===== config.mk =====
export PLATFORM = sky130hd
export DESIGN_NAME = scgc_top
export DESIGN_NICKNAME = d
export VERILOG_FILES = /design/src/hw/scgc_pkg.sv /design/src/hw/scgc_top.sv
export SDC_FILE = /design/constraint.sdc
export NUM_CORES = 1
export LEC_CHECK = 0
export BUFFER_PORTS_ARGS = -buffer_cell sky130_fd_sc_hd__buf_2
export CAP_MARGIN = 0
export CORE_AREA = 5 5 60 62
export DETAILED_ROUTE_END_ITERATION = 8
export DIE_AREA = 0 0 65 67
export GPL_TIMING_DRIVEN = 0
export PLACE_DENSITY = 0.92
export SYNTH_ARGS = -nofsm -noshare
export SYNTH_HDL_FRONTEND = slang
export SYNTH_SLANG_ARGS = --single-unit

===== constraint.sdc =====
create_clock -name pclk -period 3.35 [get_ports pclk]
set_input_delay 0.1675 -clock pclk [delete_from_list [all_inputs] [get_ports pclk]]
set_output_delay 0.1675 -clock pclk [all_outputs]
set_load 0.02 [all_outputs]

===== src/hw/scgc_pkg.sv =====
// Constants for the sleep-mode clock gating control register
package scgc_pkg;
  // ----------------------------------------------------------------
  // Register map
  // ----------------------------------------------------------------
  localparam int          SCGC_ADDR_W     = 12;
  localparam logic [11:0] SCGC_GATE0_OFFS = 12'h110;

  // ----------------------------------------------------------------
  // Field positions
  // ----------------------------------------------------------------
  localparam int SCGC_ADC_BIT  = 16;
  localparam int SCGC_RATE_MSB = 9;
  localparam int SCGC_RATE_LSB = 8;
  localparam int SCGC_HIB_BIT  = 6;
  localparam int SCGC_WDT_BIT  = 3;

  // ----------------------------------------------------------------
  // Reset value and writable bits
  // ----------------------------------------------------------------
  localparam logic [31:0] SCGC_GATE0_RESET = 32'h0000_0040;
  localparam logic [31:0] SCGC_GATE0_WMASK = 32'h0001_0348;

  // ----------------------------------------------------------------
  // Converter rate encodings
  // ----------------------------------------------------------------
  localparam logic [1:0] SCGC_RATE_125K = 2'h0;
  localparam logic [1:0] SCGC_RATE_250K = 2'h1;
endpackage


===== src/hw/scgc_top.sv =====
// Sleep-mode clock gating register 0 with APB slave and fault flags
`timescale 1ns/1ps
module scgc_top #(
  parameter int ADDR_W = scgc_pkg::SCGC_ADDR_W
) (
  input  wire logic              pclk,
  input  wire logic              presetn,
  input  wire logic              psel,
  input  wire logic              penable,
  input  wire logic              pwrite,
  input  wire logic [ADDR_W-1:0] paddr,
  input  wire logic [31:0]       pwdata,
  output logic      [31:0]       prdata,
  output logic                   pready,
  output logic                   pslverr,
  input  wire logic              sleep_mode,
  input  wire logic              auto_clock_gating,
  input  wire logic [31:0]       run_clock_gate_0,
  input  wire logic              watchdog_access,
  input  wire logic              adc_access,
  output logic                   hibernate_clock_enable,
  output logic                   watchdog_clock_enable,
  output logic                   adc_clock_enable,
  output logic      [1:0]        converter_rate_select,
  output logic                   watchdog_fault,
  output logic                   adc_fault
);
  import scgc_pkg::*;

  // ----------------------------------------------------------------
  // APB slave
  // ----------------------------------------------------------------
  logic [31:0] gate_reg;
  logic [31:0] gate_next;
  logic [31:0] prdata_reg;
  logic [31:0] prdata_next;
  logic        pready_reg;
  logic        pready_next;
  logic        pslverr_reg;
  logic        pslverr_next;
  logic        hit;
  logic        setup;
  logic        done;

  assign hit   = (paddr == ADDR_W'(SCGC_GATE0_OFFS));
  assign setup = psel && !penable && !pready_reg;
  assign done  = psel && penable && pready_reg;

  always_comb begin
    gate_next    = gate_reg;
    prdata_next  = prdata_reg;
    pready_next  = 1'b0;
    pslverr_next = 1'b0;
    if (setup) begin
      pready_next  = 1'b1;
      pslverr_next = !hit;
      prdata_next  = (hit && !pwrite) ? (gate_reg & SCGC_GATE0_WMASK) : 32'h0000_0000;
    end
    if (done && pwrite && hit && !pslverr_reg) begin
      gate_next = pwdata & SCGC_GATE0_WMASK;
    end
  end

  always_ff @(posedge pclk or negedge presetn) begin
    if (!presetn) begin
      gate_reg    <= SCGC_GATE0_RESET;
      prdata_reg  <= 32'h0000_0000;
      pready_reg  <= 1'b0;
      pslverr_reg <= 1'b0;
    end else begin
      gate_reg    <= gate_next;
      prdata_reg  <= prdata_next;
      pready_reg  <= pready_next;
      pslverr_reg <= pslverr_next;
    end
  end

  assign prdata  = prdata_reg;
  assign pready  = pready_reg;
  assign pslverr = pslverr_reg;

  // ----------------------------------------------------------------
  // Clock enable selection
  // ----------------------------------------------------------------
  logic       apply_sleep;
  logic       hib_en_reg;
  logic       hib_en_next;
  logic       wdt_en_reg;
  logic       wdt_en_next;
  logic       adc_en_reg;
  logic       adc_en_next;
  logic [1:0] rate_reg;
  logic [1:0] rate_next;

  assign apply_sleep = sleep_mode && auto_clock_gating;

  always_comb begin
    if (apply_sleep) begin
      hib_en_next = gate_reg[SCGC_HIB_BIT];
      wdt_en_next = gate_reg[SCGC_WDT_BIT];
      adc_en_next = gate_reg[SCGC_ADC_BIT];
      rate_next   = gate_reg[SCGC_RATE_MSB:SCGC_RATE_LSB];
    end else begin
      hib_en_next = run_clock_gate_0[SCGC_HIB_BIT];
      wdt_en_next = run_clock_gate_0[SCGC_WDT_BIT];
      adc_en_next = run_clock_gate_0[SCGC_ADC_BIT];
      rate_next   = run_clock_gate_0[SCGC_RATE_MSB:SCGC_RATE_LSB];
    end
  end

  always_ff @(posedge pclk or negedge presetn) begin
    if (!presetn) begin
      hib_en_reg <= SCGC_GATE0_RESET[SCGC_HIB_BIT];
      wdt_en_reg <= SCGC_GATE0_RESET[SCGC_WDT_BIT];
      adc_en_reg <= SCGC_GATE0_RESET[SCGC_ADC_BIT];
      rate_reg   <= SCGC_RATE_125K;
    end else begin
      hib_en_reg <= hib_en_next;
      wdt_en_reg <= wdt_en_next;
      adc_en_reg <= adc_en_next;
      rate_reg   <= rate_next;
    end
  end

  assign hibernate_clock_enable = hib_en_reg;
  assign watchdog_clock_enable  = wdt_en_reg;
  assign adc_clock_enable       = adc_en_reg;
  assign converter_rate_select  = rate_reg;

  // ----------------------------------------------------------------
  // Bus fault flags for gated-off units
  // ----------------------------------------------------------------
  logic wdt_fault_reg;
  logic wdt_fault_next;
  logic adc_fault_reg;
  logic adc_fault_next;

  always_comb begin
    wdt_fault_next = watchdog_access && !wdt_en_reg;
    adc_fault_next = adc_access && !adc_en_reg;
  end

  always_ff @(posedge pclk or negedge presetn) begin
    if (!presetn) begin
      wdt_fault_reg <= 1'b0;
      adc_fault_reg <= 1'b0;
    end else begin
      wdt_fault_reg <= wdt_fault_next;
      adc_fault_reg <= adc_fault_next;
    end
  end

  assign watchdog_fault = wdt_fault_reg;
  assign adc_fault      = adc_fault_reg;

  // ----------------------------------------------------------------
  // Assertions
  // ----------------------------------------------------------------
  logic boot_reg;

  always_ff @(posedge pclk or negedge presetn) begin
    if (!presetn) begin
      boot_reg <= 1'b1;
    end else begin
      boot_reg <= 1'b0;
    end
  end
endmodule


; ---- Yosys cells after proc, flatten, opt, wreduce, memory -nomap -nowiden
; Index checks and enable logic that the tools add are counted.
[totals]
regBits = 46
latchBits = 0
mem_bits_rw = 0
rom_bits = 0
inputBits = 85
n_memories = 0
[op_classes]
add_sub_neg = 0
n_mul = 0
n_div = 0
magnitude_cmp = 0
eq_ne = 1
n_shift = 0
mux = 7
bitwise_logic = 0
n_reduce_logical = 18
[op_table]
columns = cell, count
row1 = 17-bit 2-to-1 mux, 1
row2 = 12-bit by 9-bit == test with 1-bit output (second input constant), 1
row3 = 1-bit logical AND, 11
row4 = 1-bit zero test, 7
row5 = 1-bit 2-to-1 mux, 5
row6 = 2-bit 2-to-1 mux, 1

; ---- Depth between registers and ports, before layout
; Gate-level depths: netlist of run 1.
[logic_depth]
word_depth = 5
mapped_depth = 5
ltp_nobuf = 4

; ---- Worst setup path before layout of run 1
; OpenSTA, ideal clock, no wires.
[synth_path]
path_type = input to register
start = in paddr[6]
end = reg gate_reg[16]
setup_ns = 0.125
arrival_time_ns = 1.638
t_required_ns = 3.225
slack_ns = 1.587
stages = 4
path_buffers = 1
path_cell_list = or4b_4 or4_4 buf_6 mux2_4
[synth_via]
elab_chain_cells = 3
[synth_lines]
columns = item, line
row1 = from (decl), scgc_top.sv:11  ; input wire logic [ADDR_W-1:0] paddr,
row2 = 12-bit by 9-bit == test with 1-bit output, scgc_top.sv:45  ; assign hit = (paddr == ADDR_W'(SCGC_GATE0_OFFS));
row3 = 1-bit logical AND (2 in a row), scgc_top.sv:59  ; if (done && pwrite && hit && !pslverr_reg) begin
row4 = to (signal assigned), scgc_top.sv:71  ; gate_reg <= gate_next;
row5 = to (decl), scgc_top.sv:33  ; logic [31:0] gate_reg;
; Every way passes these cells.
; A chain may end at the register's enable or synchronous reset.

; ---- Final worst setup path of run 1
[layout_path]
start = reg pready_reg, in the netlist pready
end = reg prdata_reg[9], in the netlist prdata[9]
[layout_via]
elab_chain_cells = 2
[layout_lines]
columns = item, line
row1 = from (decl), scgc_top.sv:37  ; logic pready_reg;
row2 = from (signal assigned), scgc_top.sv:73  ; pready_reg <= pready_next;
row3 = 1-bit zero test, scgc_top.sv:46  ; assign setup = psel && !penable && !pready_reg;
row4 = 1-bit logical AND, scgc_top.sv:46
row5 = to (signal assigned), scgc_top.sv:72  ; prdata_reg <= prdata_next;
row6 = to (decl), scgc_top.sv:35  ; logic [31:0] prdata_reg;
; Every way passes these cells.

==> results of run 1 <==
metrics by stage:
step / total power, mW / utilization, % / instances / area [um2]
floorplan: 0.3126 / - / 104 / 1060
global placement: 0.3404 / 44.37 / 181 / 1321
detailed placement: 0.3425 / 44.37 / 181 / 1321
CTS: 0.4569 / 45.59 / 186 / 1358
global route: 0.4752 / 45.59 / 186 / 1358
finish: 0.4503 / 45.59 / 186 / 1358
what timing repair did:
action	4_1_cts	5_1_grt
hold buffers	1	0
hold endpoints to repair	17	0
buffers inserted	0	0
synthesized netlist by cell type:
library cell / instances / area, um2
inv_1: 1 / 3.750
nor2_1: 3 / 11.26
buf_6: 1 / 11.26
or4b_4: 1 / 13.76
a22o_1: 5 / 43.79
dfrtp_1: 17 / 425.4
nand4_1: 1 / 6.260
dfstp_2: 2 / 52.55
nor4b_1: 1 / 8.760
nor4_1: 2 / 12.51
mux2_2: 5 / 56.30
nand2_1: 3 / 11.26
mux2_4: 5 / 75.07
or4_4: 1 / 11.26
buf_4: 27 / 202.7
conb_1: 1 / 3.750
nor2b_1: 2 / 12.51
area by class of cell:
class | count | area (um2) | area share (%)
tap | 33 | 41.29 | 3.041
inverter | 1 | 3.754 | 0.2765
clock buffer | 4 | 26.28 | 1.935
multi-input combinational | 56 | 364.1 | 26.82
sequential | 19 | 478.0 | 35.21
buffer | 28 | 214.0 | 15.76
timing repair buffer | 45 | 230.2 | 16.96
power groups by stage:
stage                     logic [mW]  clock network [mW]  registers [mW]
after floorplan               0.0602                   0           0.252
after global placement        0.0975                   0           0.243
after detailed placement      0.0993                   0           0.243
after CTS                      0.100               0.118           0.239
after global routing           0.110               0.126           0.239
final                          0.101               0.111           0.239
path summary, 6_finish.rpt:
| path | from | to | slack [ns] |
|---|---|---|---|
| hold reg to reg | watchdog_clock_enable | watchdog_fault | 0.42 |
| min in group asynchronous | presetn | prdata[3] | 0.34 |
| max in group asynchronous | presetn | gate_reg[6] | 2.68 |
| setup reg to reg | pready | prdata[9] | 1.59 |
| hold / removal | watchdog_access | watchdog_fault | 0.1 |
| setup / recovery | pready | prdata[9] | 1.59 |
placed cells by master (no fill, tap or decap):
cell,Yosys,routed
nor2b_1,2,2
buf_4,27,27
clkbuf_1,0,1
mux2_4,5,5
buf_6,1,1
dlygate4sd3_1,0,1
buf_2,0,44
nor2_1,3,3
dfrtp_1,17,17
clkbuf_4,0,3
conb_1,1,27
nand2_1,3,3
or4_4,1,1
nand4_1,1,1
a22o_1,5,5
or4b_4,1,1
mux2_2,5,5
dfstp_2,2,2
nor4_1,2,2
nor4b_1,1,1
inv_1,1,1
kinds of logic (layout without fill, tap and decap cells):
kind of cell    Yosys count  count (layout)  share of synthesized area [%]
flops                    19              19                          49.68
other cells               1              27                         0.3897
buf+inv                  29              78                          22.63
mux                      10              10                          13.65
simple gates             14              14                          9.102
compound gates            5               5                          4.551
layer usage:
layer  global-route usage (%)  part of all wire, %  vias up
met2                    15.71                   50       38
met5                        0                    0        -
met4                    3.166                    0        0
met1                    9.948                   39      298
li1                         -                    -      359
met3                    4.047                   11        0
critical path: stages, from the launching register on:
cell	delay, ns
dfrtp_1	0.41
nor2_1	0.09
nand2_1	0.18
nor4_1	0.78
a22o_1	0.24
==> summary.md, run 1 <==
| Metric | Value |
|---|---|
| Worst path required time | `3.58 ns` |
| Period utilization | `52.67%` |
| Flop pwr share | `53.0%` |
| Crit path time final | `1.764 ns` |
| Pin count of the biggest net entering global routing | `20` |
| Clk_skew | `0.002379 ns` |
| Power per cell area | `331.7 nW/um2` |
| Die Area | `4355 um2` |
| IO Pins | `126` |
| Layout cells sized above 1 | `58.17%` |
| Area Overhead vs Synth | `41.09%` |
| Starting Density | `32.31%` |
| Hold Crit Depth | `2` |
| Path depth of the worst reg2reg path | `4` |
| Nets | `239` |
| Core area | `2978 um2` |
| ANT cells | `0` |
| WHS | `0.09656 ns` |
| Peak VDD IR | `0.09244 mV` |
| Drt wl/cell | `11.16 um` |
| Grt ovf | `0` |
| Mapped Area | `962.2 um2` |
| Clock Tree Root | `clkbuf_4` |
| Final Max Slew Viols | `0` |
| First-pass GRT wire length | `3001 um` |
| Yosys reg bits | `19` |
| Status | `complete, no violations` |
| P_int | `327.3 uW` |
| Switch share | `27.31%` |
| Vias in the first global route | `678` |
| Leak | `0.8097 nW` |
| Mapped Cells | `78` |
| Num CTS Buffers | `3` |
| Htree depth | `1` |
| Worst-Skew Late Latency | `0.28 ns` |
| Die width | `65 um` |
| GPL Wtd Cong | `0.6663` |
| Resized cells post-CTS | `0` |
| Cell variety after synth | `17` |
| Max-slew headroom | `43.46%` |
| Fmax | `566.8 MHz` |
| DR iter-0 viols | `13` |
| Worst-path clk slew | `0.10 ns` |
| Crit-path max FO | `8` |
| DR vias | `695` |
| Least-Margin Pin Slew | `0.8403 ns` |
| Switching power | `123.0 uW` |
| Clock Path Buffers | `2` |
| Combinational cell fraction of total power | `22.3%` |
| Crit Path Class | `reg2reg` |
| Routed Antenna Nets | `0` |
| Fill count | `290` |
| DP Worst Slack | `1.448 ns` |
| Clock network power share | `24.6%` |
| PortBufs | `44` |
| CTS tree | `done` |
| Final worst slack | `1.586 ns` |
| CP endpoint kind | `flop` |
| Initial DRT Pass Iterations | `3` |
| Register area share after synthesis | `49.67%` |
| RSZ-0062 raised after global routing | `false` |
| Initial antenna violation count | `0` |
| Vias per cell | `3.737` |
| Worst setup SP type | `flop` |
| CP arrival | `1.99 ns` |
| Sink Count | `19` |
| Final Hold Viols | `0` |
| DRC errors left | `0` |
| Max cap viols | `0` |
| # rows | `20` |
| DP HPWL | `1756 um` |
| Final WL | `2076 um` |
| All-Layer GR Usage | `9.133%` |
| Yosys warns | `0` |
| Die height | `67 um` |
| Min-Delay Path Class | `in2reg` |
| Setup Viol. Count Final | `0` |
| Setup_tns | `0 ns` |
| Post-Syn Area per Cell | `12.34 um2` |
Power figures use the tool's default switching activity.
==> run 2: changes to the inputs <==
Settings changed: ABC_AREA set to 1, CORE_AREA 5 5 60 62 to 5 5 66 68, DIE_AREA 0 0 65 67 to 0 0 71 73, PLACE_DENSITY 0.92 to 0.85.
Clock period 3.35 ns to 1.45 ns, I/O delays scaled along.
==> summary.md, run 2 <==
| Metric | Value |
|---|---|
| Switching power | `315.5 uW (was 123.0 uW)` |
| Largest family of logic cells by synthesized area | `buffers and inverters (unchanged)` |
| Fmax | `883.5 MHz (was 566.8 MHz)` |
| CP most frequent cell | `nand2_1` |
| Mux cell area share after synthesis | `0% (was 13.65%)` |
| Final WL | `2314 um (was 2076 um)` |
| ANT cells | `0 (unchanged)` |
| Initial antenna violation count | `0 (unchanged)` |
| Compound-Gate Fraction of Synth Area | `2.834% (was 4.551%)` |
| Slowest-stage cell, CP | `dfrtp_1 (was nor4_1)` |
| Nets | `289 (was 239)` |
| Vias per cell | `3.711 (was 3.737)` |
| Yosys reg bits | `19 (unchanged)` |
| Worst path required time | `1.60 ns (was 3.58 ns)` |
| Crit path time final | `1.132 ns (was 1.764 ns)` |
| Clk_skew | `0.003727 ns (was 0.002379 ns)` |
| Fill count | `396 (was 290)` |
| Switch share | `27.26% (was 27.31%)` |
| Power per cell area | `773.3 nW/um2 (was 331.7 nW/um2)` |
| CTS tree | `done (unchanged)` |
| Period utilization | `78.06% (was 52.67%)` |
| Num CTS Buffers | `3 (unchanged)` |
| # rows | `23 (was 20)` |
| Critical Path Max Stage Delay | `0.38 ns (was 0.78 ns)` |
| Yosys warns | `0 (unchanged)` |
| DRC errors left | `0 (unchanged)` |
| All-Layer GR Usage | `9.267% (was 9.133%)` |
| Status | `complete, no violations (unchanged)` |
| Hold Crit Depth | `3 (was 2)` |
| Top Metal Used | `met4 (was met3)` |
| DR vias | `939 (was 695)` |
| Total power | `1.157 mW (was 450.3 uW)` |
| Layout cells sized above 1 | `41.87% (was 58.17%)` |
| Crit-path max FO | `6 (was 8)` |
| Sink Count | `19 (unchanged)` |
| P_int | `841.7 uW (was 327.3 uW)` |
| Most common cell after layout, fill and taps aside | `buf_2 (unchanged)` |
| Leak | `0.8976 nW (was 0.8097 nW)` |
| Drt wl/cell | `9.146 um (was 11.16 um)` |
| Vias in the first global route | `915 (was 678)` |
| Routed Antenna Nets | `0 (unchanged)` |
| Metal1 wirelength | `883 um (was 802 um)` |
| Die Area | `5183 um2 (was 4355 um2)` |
| Met2 WL post-DR | `1033 um (was 1035 um)` |
| Count leader, synth | `nand2_1 (was buf_4)` |
| Path depth of the worst reg2reg path | `6 (was 4)` |
| Flop pwr share | `47.7% (was 53.0%)` |
| Core area | `3799 um2 (was 2978 um2)` |
| Setup_tns | `0 ns (unchanged)` |
| CP endpoint kind | `flop (unchanged)` |
| Worst-path clk slew | `0.06 ns (was 0.10 ns)` |
| Die width | `71 um (was 65 um)` |
| Starting Density | `27.90% (was 32.31%)` |
| Final Non-Filler Cells | `253 (was 186)` |
| Setup Viol. Count Final | `0 (unchanged)` |
| Mapped Cells | `128 (was 78)` |
| Clock network power share | `30.7% (was 24.6%)` |
| CP arrival | `1.28 ns (was 1.99 ns)` |
| Htree depth | `1 (unchanged)` |
| Clock Path Buffers | `2 (unchanged)` |
| DP HPWL | `2019 um (was 1756 um)` |
| Largest cells by area after synthesis | `dfrtp_1, buf_4, nand2_1, nand4_1, dfstp_2 (was dfrtp_1, buf_4, mux2_4, mux2_2, dfstp_2)` |
| Crit Path Class | `reg2reg (unchanged)` |
| Post-synth ARST share | `100.0% (unchanged)` |
| CP delay by family, top | `simple AND/OR/NAND/NOR gates (unchanged)` |
| DR iter-0 viols | `26 (was 13)` |
| Critical Path Stages | `6 (was 4)` |
| Final Hold Viols | `0 (unchanged)` |
| Synth Flop Type | `dfrtp_1 (unchanged)` |
| Synth area leader | `dfrtp_1 (unchanged)` |
| Critical-path cell list | `inv_1 -> nand3_1 -> nor2_2 -> nand3_2 -> nand2_1 -> nand2_1 (was nor2_1 -> nand2_1 -> nor4_1 -> a22o_1)` |
| Combinational cell fraction of total power | `21.6% (was 22.3%)` |
| Post-synthesis simple-gate area fraction | `25.38% (was 9.103%)` |
| Worst setup SP type | `flop (unchanged)` |
| Area Overhead vs Synth | `41.20% (was 41.09%)` |
| RSZ-0062 raised after global routing | `false (unchanged)` |
| Final worst slack | `0.3182 ns (was 1.586 ns)` |
| Final Max Slew Viols | `0 (unchanged)` |
| Most frequent cells in the layout | `buf_2, nand2_1, buf_4 (was buf_2, buf_4, conb_1)` |
| Pin count of the biggest net entering global routing | `20 (unchanged)` |
| Post-synth top cells | `nand2_1, buf_4, dfrtp_1 (was buf_4, dfrtp_1, a22o_1, mux2_2, mux2_4)` |
| Metal3 WL | `347 um (was 238 um)` |
| Clock Tree Root | `clkbuf_8 (was clkbuf_4)` |
| Min-Delay Path Class | `in2reg (unchanged)` |
| PortBufs | `44 (unchanged)` |
| DP Worst Slack | `0.3090 ns (was 1.448 ns)` |
| Mapped Area | `1060 um2 (was 962.2 um2)` |
| GPL Wtd Cong | `0.8058 (was 0.6663)` |
| Post-Synth Adder-Cell Area | `0% (unchanged)` |
| Die height | `73 um (was 67 um)` |
| Worst-Skew Late Latency | `0.26 ns (was 0.28 ns)` |
| Initial DRT Pass Iterations | `4 (was 3)` |
| Peak VDD IR | `0.2924 mV (was 0.09244 mV)` |
| Worst Path Buf+Inv | `1 (was 0)` |
| Max cap viols | `0 (unchanged)` |
| First-pass GRT wire length | `3774 um (was 3001 um)` |
| Top-area cell type share of the netlist area | `40.14% (was 44.21%)` |
| EDFF count, synth | `0 (unchanged)` |
| IO Pins | `126 (unchanged)` |
| Placed Cells | `248 (was 181)` |
| Grt ovf | `0 (unchanged)` |
| Post-Synth XOR/XNOR Area | `0% (unchanged)` |
| Register area share after synthesis | `45.10% (was 49.67%)` |
| Post-Syn Area per Cell | `8.279 um2 (was 12.34 um2)` |
| Cell variety after synth | `17 (unchanged)` |
[run 2: final timing paths]
check | startpoint | slack (ns) | to
setup / recovery | pslverr | 0.32 | gate_reg[3]
hold / removal | adc_access | 0.02 | adc_fault
setup reg to reg | pslverr | 0.32 | gate_reg[3]
hold reg to reg | adc_clock_enable | 0.42 | adc_fault
max in group asynchronous | presetn | 0.87 | gate_reg[6]
min in group asynchronous | presetn | 0.27 | converter_rate_select[1]
[run 2: layout make-up]
class | count | area, um2 | share of cell area (%)
Buffer | 30 | 226.5 | 15.13
Clock buffer | 3 | 41.29 | 2.759
Clock inverter | 1 | 5.005 | 0.3344
Inverter | 14 | 52.55 | 3.512
Multi-Input combinational cell | 91 | 400.4 | 26.76
Sequential cell | 19 | 478.0 | 31.94
Tap cell | 50 | 62.56 | 4.181
Timing Repair Buffer | 45 | 230.2 | 15.38
[run 2: repair_timing]
item / CTS / global route
gates resized for setup: 0 / 0
hold endpoints to repair: 17 / 0
hold buffers: 1 / 0
buffers inserted: 0 / 0
[run 2: tightest hold or removal path, delay by kind of cell]
| family | cells | cell delay [ns] |
|---|---|---|
| buffers and inverters | 2 | 0.13 |
| and+or+nand+nor | 1 | 0.03 |
[run 2: routing by layer]
layer  vias up  global-route usage (%)
met4         0                   5.010
met5         -                       0
met1       385                   10.19
li1        491                       -
met2        58                   15.04
met3         5                   4.132
[run 2: power by group through the flow]
stage	Combinational, mW	Sequential (mW)	Clock [mW]
floorplan	0.152	0.583	0
global placement	0.242	0.561	0
detailed placement	0.246	0.562	0
CTS	0.248	0.552	0.369
global route	0.275	0.554	0.398
finish	0.250	0.552	0.356
[run 2: kinds of logic (layout without fill, tap and decap cells)]
| logic type | Yosys count | count (layout) |
|---|---|---|
| AO/OA/AOI/OAI | 6 | 6 |
| buffers and inverters | 44 | 93 |
| flip-flops | 19 | 19 |
| other | 1 | 27 |
| AND/OR/NAND/NOR | 58 | 58 |
[run 2: metrics by stage]
| step | utilization (%) | cell area, um2 | hold WS, ns |
|---|---|---|---|
| floorplan | - | 1157 | -0.2231 |
| global placement | 37.91 | 1440 | 0.01702 |
| detailed placement | 37.91 | 1440 | 0.02167 |
| CTS | 39.39 | 1496 | 0.01717 |
| global route | 39.39 | 1496 | 0.03013 |
| finish | 39.39 | 1496 | 0.01998 |
